## src/hdl/status_summary_regs.vh

```
/*
 * Status summary block constants: bit positions, reset values and
 * command codes of the host command port.
 * Assumes inclusion by bare name from the design files.
 */
`ifndef STATUS_SUMMARY_REGS_VH
`define STATUS_SUMMARY_REGS_VH

// Summary byte bit positions
`define SUM_BIT_UNUSED 0
`define SUM_BIT_DEVICE 1
`define SUM_BIT_ERRQ 2
`define SUM_BIT_SUSPECT 3
`define SUM_BIT_MSG 4
`define SUM_BIT_EVENT 5
`define SUM_BIT_REQ 6
`define SUM_BIT_OPER 7

// Reset values
`define REQ_MASK_RESET 8'h00
`define EVT_MASK_RESET 8'h00
`define EVT_LATCH_RESET 8'h00

// Command codes on the host command port
`define CMD_NONE 3'h0
`define CMD_WR_REQ_MASK 3'h1
`define CMD_RD_REQ_MASK 3'h2
`define CMD_RD_SUMMARY 3'h3
`define CMD_WR_EVT_MASK 3'h4
`define CMD_RD_EVT_MASK 3'h5
`define CMD_RD_EVT_LATCH 3'h6
`define CMD_RD_ERR_COUNT 3'h7

`endif

```

## src/hdl/sync_bits.v

```verilog
/*
 * Two-stage synchroniser for a bus of independent level bits.
 * Assumes each bit is a slow level from outside the mclk domain.
 */
`timescale 1ns/10ps
module sync_bits #(
    parameter WIDTH = 8
) (
    input wire mclk,
    input wire rst_n,
    input wire [WIDTH-1:0] asyncIn,
    output wire [WIDTH-1:0] syncOut
);

reg [WIDTH-1:0] stage1_r;
reg [WIDTH-1:0] stage2_r;

////////////////////////////////////////////////////////////////////////
genvar i;
generate
    for (i = 0; i < WIDTH; i = i + 1) begin : g_sync
        always @(posedge mclk) begin
            if (!rst_n) begin
                stage1_r[i] <= 1'b0;
                stage2_r[i] <= 1'b0;
            end else begin
                stage1_r[i] <= asyncIn[i];
                stage2_r[i] <= stage1_r[i];
            end
        end
    end
endgenerate

assign syncOut = stage2_r;

endmodule // sync_bits

```

## src/hdl/status_byte_service_request.v

```verilog
/*
 * Top of the status reporting hierarchy: builds the 8-bit status
 * summary byte, the request enable mask, the standard event latch and
 * mask, and raises the request pending summary.
 * Assumes lower group summaries, error queue count and message flag
 * arrive as levels from other clock domains; event pulses and the
 * command port are on mclk. A command decoder upstream turns the
 * text commands into cmdValid/cmdCode/cmdData.
 */
//
// Function
// - Summary byte paired with request enable mask
// - Bit 1 follows device status group summary
// - Bit 2 set while error queue nonempty
// - Each new error entry raises request while mask bit 2 is set
// - Bit 3 follows enabled suspect-state events
// - Bit 4 set while response message waits
// - Bit 5 from latch masked by mask
// - Bit 6 any enabled summary bit set
// - Bit 7 follows enabled operation events
// - Request enable mask writable and readable
// - Status and error count readable by query
// - Standard event mask writable, readable, gates bit5
// - Standard event latch readable, clears on read
`timescale 1ns/10ps
`include "status_summary_regs.vh"
module status_byte_service_request #(
    parameter ERR_COUNT_WIDTH = 5
) (
    input wire mclk,
    input wire rst_n,
    input wire deviceSummary,
    input wire suspectSummary,
    input wire operationSummary,
    input wire messageWaiting,
    input wire [ERR_COUNT_WIDTH-1:0] errorCount,
    input wire [7:0] eventSet,
    input wire cmdValid,
    input wire [2:0] cmdCode,
    input wire [7:0] cmdData,
    output reg [7:0] rspData,
    output reg rspValid,
    output reg [7:0] serviceStatusSummary,
    output reg serviceRequest
);

////////////////////////////////////////////////////////////////////////
// Input synchronisers

wire [ERR_COUNT_WIDTH+3:0] syncIn;
wire devSync;
wire susSync;
wire operSync;
wire msgSync;
wire [ERR_COUNT_WIDTH-1:0] errCntSync;

sync_bits #(
    .WIDTH(ERR_COUNT_WIDTH + 4)
) uSync (
    .mclk(mclk),
    .rst_n(rst_n),
    .asyncIn({errorCount, messageWaiting, operationSummary,
        suspectSummary, deviceSummary}),
    .syncOut(syncIn)
);

assign devSync = syncIn[0];
assign susSync = syncIn[1];
assign operSync = syncIn[2];
assign msgSync = syncIn[3];
assign errCntSync = syncIn[ERR_COUNT_WIDTH+3:4];

////////////////////////////////////////////////////////////////////////
// Registers

reg [7:0] requestEnableMask_r;
reg [7:0] eventMask_r;
reg [7:0] eventLatch_r;
reg [ERR_COUNT_WIDTH-1:0] errCountPrev_r;
reg [ERR_COUNT_WIDTH-1:0] errCntLast_r;
reg [ERR_COUNT_WIDTH-1:0] errCntHold_r;
reg errNewPend_r;
reg [7:0] sumNxt;
reg reqNxt;
reg [7:0] latchNxt;
wire errNew;
wire latchRead;

assign errNew = (errCntHold_r > errCountPrev_r);
assign latchRead = cmdValid && (cmdCode == `CMD_RD_EVT_LATCH);

////////////////////////////////////////////////////////////////////////
// Summary byte assembly

always @* begin
    sumNxt = 8'h00;
    sumNxt[`SUM_BIT_UNUSED] = 1'b0;
    sumNxt[`SUM_BIT_DEVICE] = devSync;
    sumNxt[`SUM_BIT_ERRQ] = |errCntHold_r;
    sumNxt[`SUM_BIT_SUSPECT] = susSync;
    sumNxt[`SUM_BIT_MSG] = msgSync;
    sumNxt[`SUM_BIT_EVENT] = |(eventLatch_r & eventMask_r);
    sumNxt[`SUM_BIT_OPER] = operSync;
    // request pending from enabled bits, bit 0 and 6 excluded
    reqNxt = |(sumNxt & requestEnableMask_r & 8'hBE);
    // a fresh error entry requests even if bit 2 already set
    if (requestEnableMask_r[`SUM_BIT_ERRQ] && (errNewPend_r || errNew)) begin
        reqNxt = 1'b1;
    end
    sumNxt[`SUM_BIT_REQ] = reqNxt;
end

always @* begin
    latchNxt = latchRead ? 8'h00 : eventLatch_r;
    latchNxt = latchNxt | eventSet;
end

////////////////////////////////////////////////////////////////////////
// Sequential state

always @(posedge mclk) begin
    if (!rst_n) begin
        requestEnableMask_r <= `REQ_MASK_RESET;
        eventMask_r <= `EVT_MASK_RESET;
        eventLatch_r <= `EVT_LATCH_RESET;
        errCountPrev_r <= {ERR_COUNT_WIDTH{1'b0}};
        errCntLast_r <= {ERR_COUNT_WIDTH{1'b0}};
        errCntHold_r <= {ERR_COUNT_WIDTH{1'b0}};
        errNewPend_r <= 1'b0;
        serviceStatusSummary <= 8'h00;
        serviceRequest <= 1'b0;
    end else begin
        eventLatch_r <= latchNxt;
        // Count word may be caught mid-change; take it once two agree
        errCntLast_r <= errCntSync;
        if (errCntSync == errCntLast_r) begin
            errCntHold_r <= errCntSync;
        end
        errCountPrev_r <= errCntHold_r;
        // New error pulse held one cycle so the request edge is seen
        errNewPend_r <= errNew;
        serviceStatusSummary <= sumNxt;
        serviceRequest <= reqNxt;
        if (cmdValid) begin
            case (cmdCode)
                `CMD_WR_REQ_MASK: begin
                    requestEnableMask_r <= cmdData;
                end
                `CMD_WR_EVT_MASK: begin
                    eventMask_r <= cmdData;
                end
                default: begin
                end
            endcase
        end
    end
end

////////////////////////////////////////////////////////////////////////
// Query answers, one cycle after the command

always @(posedge mclk) begin
    if (!rst_n) begin
        rspData <= 8'h00;
        rspValid <= 1'b0;
    end else begin
        rspValid <= 1'b0;
        if (cmdValid) begin
            case (cmdCode)
                `CMD_RD_REQ_MASK: begin
                    rspData <= requestEnableMask_r;
                    rspValid <= 1'b1;
                end
                `CMD_RD_SUMMARY: begin
                    rspData <= serviceStatusSummary;
                    rspValid <= 1'b1;
                end
                `CMD_RD_EVT_MASK: begin
                    rspData <= eventMask_r;
                    rspValid <= 1'b1;
                end
                `CMD_RD_EVT_LATCH: begin
                    rspData <= eventLatch_r;
                    rspValid <= 1'b1;
                end
                `CMD_RD_ERR_COUNT: begin
                    rspData <= {{(8-ERR_COUNT_WIDTH){1'b0}}, errCntHold_r};
                    rspValid <= 1'b1;
                end
                default: begin
                    rspValid <= 1'b0;
                end
            endcase
        end
    end
end

endmodule // status_byte_service_request

```

## config.mk

```make
export PLATFORM = sky130hd
export DESIGN_NAME = status_byte_service_request
export DESIGN_NICKNAME = d
export VERILOG_FILES = /design/src/hdl/sync_bits.v /design/src/hdl/status_byte_service_request.v
export VERILOG_INCLUDE_DIRS = /design/src /design/src/hdl
export SDC_FILE = /design/constraint.sdc
export NUM_CORES = 1
export LEC_CHECK = 0
export ABC_AREA = 1
export BUFFER_PORTS_ARGS = -buffer_cell sky130_fd_sc_hd__buf_2
export CAP_MARGIN = 30
export CORE_AREA = 10 10 92 94
export CTS_BUF_LIST = sky130_fd_sc_hd__clkbuf_4
export DETAILED_ROUTE_END_ITERATION = 6
export DIE_AREA = 0 0 102 104
export MAX_ROUTING_LAYER = met4
export PLACE_DENSITY = 0.67
export SYNTH_ARGS = -nofsm -noshare
export SYNTH_HDL_FRONTEND = slang
export SYNTH_SLANG_ARGS = --single-unit
```

## constraint.sdc

```tcl
create_clock -name mclk -period 1.2 [get_ports mclk]
set_input_delay 0.06 -clock mclk [delete_from_list [all_inputs] [get_ports mclk]]
set_output_delay 0.06 -clock mclk [all_outputs]
set_load 0.01 [all_outputs]
```

==> flow_summary.yaml, run 1 <==
status:
  status: "complete, but fails checks"
  violations: "setup timing"
die:
  start_util_pct: 43.7
  rows: 30
  fp.dieW_microns: 102
  io_pins: 49
  die_y_microns: 104
  die-area_sq_um: 10600
  core_sq_um: 6680
synthesis:
  synthSimpleGateAreaFrac_pct: 26.5
  synth_ff_type: "dfxtp_1"
  synthArstFlopShare_pct: 0
  synth_top_area_cell: "dfxtp_1"
  synth.distinct_cells: 24
  ys_seq_elements: 74
  synth_edf_count: 0
  synth_xor_area_share_pct: 1.50
  synth_mux_area_share_pct: 0
  yosysSeqAreaShare_pct: 50.7
  synth_fa_ha_area_share_pct: 2.14
  synth_top_area_share_pct: 50.7
  syn-num-nets: 433
  postSynthAreaPerCell_sq_um: 7.36
  ys_top_cells_by_area: "dfxtp_1, nand2_1, nor2_1"
  synth_commonest_cells: "nand2_1, dfxtp_1, nor2_1"
  syn_area_sq_um: 2920
  synth.most_common_cell: "nand2_1"
  synth_top_family_by_area: "simple AND/OR/NAND/NOR gates"
  ys_warn_count: 0
  synth_compound_area_share_pct: 9.47
  postSynthCellCount: 397
routing:
  routed.top_layer: "met4"
  met1Wirelength_microns: 3300
  final_antenna_net_count: 0
  drc: 0
  dr.pass1.iters: 4
  wirelength_microns: 6740
  wl_met3_microns: 445
  wire_per_inst_microns: 11.9
  wl_met2_microns: 2870
  vias: 2577
  dr.first_iter.drc_count: 123
  avgViaCountPerCell: 4.57
timing:
  finalHoldViolations: 0
  finClkSkew_ns: 0.0216
  min_period_ns: 1.28
  fin_ws_ns: -0.0824
  drv_slew: 0
  fmax_ghz: 0.780
  rsz0062_at_grt: "true"
  final-setup-viol-count: 2
  fin_crit_sh_pct: 107
finish:
  fillCellCount: 647
  final_util_pct: 55.6
  antennaDiodeCount: 0
  instances_no_fill: 564
  layout-drive-gt1-share_pct: 21.3
  area_delta_synth_final_pct: 27.2
  final_nets: 515
setup_path:
  critPathLaunchType: "flop"
  cpMostUsedCell: "nand2_1"
  timing_worst_setup_path_type: "flop to flop"
  cp.required_ns: 1.56
  crit_chain: "inv_2 > ha_4 > nand2_2 > nor2_2 > nand2_1 > nand3_2 > nand2_2 > nand2_1 > nand2_1 > a21oi_1"
  crit_fanout: 2
  crit_path_end_kind: "flop"
  worst_path_largest_cell_delay_ns: 0.35
  crit_arrival_ns: 1.64
  cp_slowest_cell: "dfxtp_2"
clock_tree:
  cts_root_buf: "clkbuf_4"
  htreeDepth: 3
  cts_tree: "yes"
  numCtsBuffers: 9
  clkTransAtPathRegs_ns: 0.13
  clk_latency_ns: 0.43
  clock-sinks: 74
  clock_path_buffers: 2
place:
  dp.cells: 522
  dp_hpwl_microns: 4870
  globalplace.congestion: 0.899
  port_buffers: 47
pwr:
  vdd_drop_max_v: 0.000839
  powerDensity_nw_per_um2: 1300
  p_leak_uw: 0.00195
global_route:
  grt_antenna_before_repair: 0
  grt_max_degree: 25
  grt-ovfl-total: 0
  grt_pass1_wl_microns: 11300
  gr-usage-all-layers_pct: 13.5
  grt_pass1_vias: 2433
run:
  cap_violations: 0
min_path:
  holdCritPathClass: "primary input to flop"
[metrics by stage]
| step | cell area (sq um) | worst slack, ns | power (uW) | hold WS, ns | TNS, ns |
|---|---|---|---|---|---|
| global placement | 3270 | -0.0338 | 3350 | 0.239 | -0.0338 |
| CTS | 3680 | -0.0697 | 4830 | 0.0276 | -0.0697 |
| detailed placement | 3270 | -0.0800 | 3370 | 0.245 | -0.0800 |
| finish | 3720 | -0.0824 | 4810 | 0.0532 | -0.0881 |
| floorplan | 2920 | 0.0111 | 3130 | 0.158 | 0 |
| global route | 3720 | -0.173 | 5090 | 0.0694 | -0.673 |
[final timing paths]
kind,from,end,slack [ns],cells after the start
worst min register to register,uSync.stage1_r[1],uSync.syncOut[1],0.42,2
worst max register to register,errCountPrev_r[3],serviceStatusSummary[6],-0.08,10
worst max-delay path,errCountPrev_r[3],serviceStatusSummary[6],-0.08,10
worst min-delay path,cmdValid,rspValid,0.05,3
[metal layers]
layer | up-vias | track usage [%]
met3 | 12 | 3.72
met2 | 70 | 19.2
met5 | - | -
li1 | 1373 | -
met4 | 0 | 5.75
met1 | 1122 | 17.5
[cell usage in the layout, fill, tap and decap left out, types with 8 or more instances in the layout]
cell and count:
inv_1 53, dfxtp_1 69, buf_4 10, dlygate4sd3_1 26, o21ai_0 17, nand3_1 14
a21oi_1 27, nand2_1 96, buf_2 47, clkbuf_4 9, o21ai_1 8, nor2_1 57
[cell families (layout without fill, tap and decap cells)]
| logic type | after synthesis | after routing |
|---|---|---|
| AOI/OAI and AO/OA | 54 | 54 |
| and+or+nand+nor | 187 | 187 |
| other | 1 | 1 |
| xor gates and xnor gates | 5 | 5 |
| adders and majority gates | 5 | 5 |
| DFF | 74 | 74 |
| buffers and inverters | 71 | 158 |
[power breakdown]
group | switching, uW | internal, uW | total (uW)
combinational | 419 | 345 | 764
sequential | 86.7 | 2600 | 2690
clock | 920 | 440 | 1360
total | 1430 | 3390 | 4810
[repair_timing]
item | in CTS | in global routing
hold endpoints to repair | 38 | 0
pin swaps | 3 | 13
endpoints found under the setup margin | 2 | 7
setup buffers | 0 | 0
hold buffers | 26 | 0
gates resized for setup | 7 | 15
[registers in the layout, indices dropped and copies added (netlist names), 5 cells and up]
signal / count
uSync.syncOut: 9
errCntLast_r: 5
eventMask_r: 8
serviceStatusSummary: 7
rspData: 8
eventLatch_r: 8
errCountPrev_r: 5
uSync.stage1_r: 9
errCntHold_r: 5
requestEnableMask_r: 8
[critical path: cells and delay by family (launching register included)]
family	cells	cell delay (ns)
AOI/OAI and AO/OA	1	0.12
adders and majority gates	1	0.26
buffers and inverters	1	0.05
DFF	1	0.35
and+or+nand+nor	7	0.45
[final cells by class]
| type | instances | area, sq um | share of cell area [%] |
|---|---|---|---|
| clock inverter | 7 | 51.3 | 1.38 |
| timing repair buffer | 83 | 571 | 15.4 |
| sequential | 74 | 1490 | 40.0 |
| multi-input combinational | 252 | 1220 | 32.8 |
| tap | 80 | 100 | 2.69 |
| clock buffer | 9 | 67.6 | 1.82 |
| inverter | 59 | 221 | 5.96 |
Power figures use the tool's default switching activity.
==> inputs of run 2 (changes only) <==
- ABC_AREA: 1 -> unset
- CORE_AREA: 10 10 92 94 -> 10 10 93 95
- DIE_AREA: 0 0 102 104 -> 0 0 103 105
==> run 2 against run 1 <==
Hold slack better by 0.085 ns. First-iteration DRC count up 19%. Clock power up 29%. Non-clock buffer count up 19. Largest cell class unchanged. Largest power group unchanged. The flow still finishes with violations (setup timing). Combinational power down 19%. Register-to-register slack worse by 0.23 ns. Sequential share of layout area down 2.7 points.
==> flow_summary.yaml, run 2 <==
setup_path:
  timing_worst_setup_path_type: "flop to flop"
  crit_fanout: 2
  crit_start: "errCntHold_r[4]"
  cp_slowest_cell: "dfxtp_2"
  cp.required_ns: 1.51
  regToRegSetupSlack_ns: -0.31
  crit_chain: "ha_4 > a21o_1 > mux2i_1 > a21oi_2 > o41ai_2 > a21boi_1"
  critPathLaunchType: "flop"
  crit_path_end_kind: "flop"
  crit_arrival_ns: 1.82
  worstReg2RegStart: "errCntHold_r[4]"
  worst_path_largest_cell_delay_ns: 0.36
timing:
  final-setup-viol-count: 10
  rsz0062_at_grt: "true"
  finalHoldViolations: 0
  drv_slew: 0
  min_period_ns: 1.51
  fin_ws_ns: -0.312
  fin_crit_sh_pct: 126
  finClkSkew_ns: 0.0105
  whs_ns: 0.138
  fmax_ghz: 0.661
global_route:
  grt_util_met1_pct: 16.6
  gr-usage-all-layers_pct: 13.3
  grt_pass1_wl_microns: 11000
  grt_pass1_vias: 2221
  grt_max_degree: 74
  grt-ovfl-total: 0
  grt_util_met2_pct: 19.4
  grt_antenna_before_repair: 0
  top_usage_layer: "met2"
  gr-usage-met3_pct: 3.56
pwr:
  vdd_drop_max_v: 0.000659
  p_leak_uw: 0.00171
  powerDensity_nw_per_um2: 1250
die:
  io_pins: 49
  die_y_microns: 105
  rows: 30
  fp.dieW_microns: 103
  core_sq_um: 6760
  start_util_pct: 43.7
  die-area_sq_um: 10800
clock_tree:
  clock-sinks: 74
  htreeDepth: 3
  numCtsBuffers: 9
  clock_path_buffers: 2
  clkTransAtPathRegs_ns: 0.12
  cts_root_buf: "clkbuf_4"
  clk_latency_ns: 0.42
  cts_tree: "yes"
run:
  cap_violations: 0
synthesis:
  syn-num-nets: 323
  postSynthCellCount: 287
  ys_top_cells_by_area: "dfxtp_1, and2_1, mux2i_1"
  syn_area_sq_um: 2960
  synth_top_area_share_pct: 50.1
  ys_warn_count: 0
  synth_top_area_cell: "dfxtp_1"
  postSynthAreaPerCell_sq_um: 10.3
  ys_seq_elements: 74
  synth_commonest_cells: "dfxtp_1, and2_1, nor2b_1"
  synth.distinct_cells: 40
  synth_edf_count: 0
  synthArstFlopShare_pct: 0
  synth_ff_type: "dfxtp_1"
  synth.most_common_cell: "dfxtp_1"
  yosysSeqAreaShare_pct: 50.1
finish:
  layout-drive-gt1-share_pct: 32.0
  instances_no_fill: 468
  mostFrequentLayoutCell: "dfxtp_1"
  final_cell_mix: "dfxtp_1, buf_2, and2_1"
  design_area_sq_um: 4000
  area_delta_synth_final_pct: 35.4
  final_nets: 419
  antennaDiodeCount: 0
  fillCellCount: 582
routing:
  vias: 2309
  drc: 0
  avgViaCountPerCell: 4.93
  dr.first_iter.drc_count: 146
  wirelength_microns: 6980
  wire_per_inst_microns: 14.9
  final_antenna_net_count: 0
  dr.pass1.iters: 4
place:
  dp_slack_ns: -0.233
  dp_hpwl_microns: 4930
  dp.cells: 425
  globalplace.congestion: 0.817
  port_buffers: 47
  placed_cell_area_sq_um: 3450
status:
  violations: "setup timing"
  status: "complete, but fails checks"
min_path:
  holdCritPathClass: "primary input to flop"
  min_from: "rst_n"
## run 2: changes by cell type after synthesis, moves of 15 or more
cell and change:
nor2_1 -59, inv_1 -47, nor2b_1 +33, and2_1 +36, o21ai_0 -19, mux2i_1 +22
a21oi_1 -15, nand2_1 -89
## run 2: kinds of logic (layout without fill, tap and decap cells)
logic type | Yosys count | after routing | share of synthesized area, %
XOR/XNOR | 5 | 5 | 1.48
AND/OR/NAND/NOR | 96 | 96 | 20.4
multiplexers | 26 | 26 | 8.98
other | 1 | 1 | 0.127
flip-flops | 74 | 74 | 50.1
AO/OA/AOI/OAI | 54 | 54 | 12.5
buffers and inverters | 26 | 127 | 4.23
adder cells (fa/ha/maj) | 5 | 5 | 2.12
## run 2: cell type report
cell class                      count  area, sq um  area share, %
Multi-Input combinational cell    187         1450           36.3
Tap cell                           80          100           2.50
Timing Repair Buffer              102          759           19.0
Clock buffer                       10         75.1           1.88
Sequential cell                    74         1490           37.3
Inverter                            9         33.8          0.845
Clock inverter                      6         90.1           2.25
## run 2: worst max-delay path: cells and delay by family, from the launching register on
| kind | cells | cell delay (ns) |
|---|---|---|
| adders and majority gates | 1 | 0.23 |
| muxes | 1 | 0.19 |
| AOI/OAI and AO/OA | 4 | 0.62 |
| DFF | 1 | 0.36 |
## run 2: power by group
group / leakage [uW] / switching [uW] / internal [uW]
Combinational: 0.00101 / 276 / 342
Clock: 0.0000870 / 878 / 875
Sequential: 0.000609 / 61.9 / 2560
Total: 0.00171 / 1220 / 3770
## run 2: final timing paths
path | endpoint | depth (start not counted)
setup / recovery | serviceStatusSummary[6] | 6
hold / removal | errCntHold_r[2] | 3
setup reg to reg | serviceStatusSummary[6] | 6
hold reg to reg | uSync.syncOut[2] | 1
## run 2: routing by layer
layer  routed length, microns  vias to the layer above
li1                         -                     1181
met1                     3250                     1068
met2                     3190                       56
met3                      471                        4
met4                       68                        0
met5                        0                        -
## run 2: metrics by stage
step                      utilization, %  total power (uW)  TNS (ns)
after detailed placement            51.1              3180     -1.83
after global placement              51.1              3170     -1.36
after floorplan                        -              2970    -0.144
final                               59.2              4990    -0.800
after CTS                           58.0              5000    -0.784
after global routing                59.2              5230     -1.62
## run 2: repair_timing
action | in CTS | in global routing
resized for setup | 13 | 15
hold buffers | 25 | 0
setup endpoints to repair | 11 | 13
buffers inserted | 0 | 2
endpoints found under the hold margin | 33 | 0
cloned | 0 | 0
pin swaps | 6 | 10
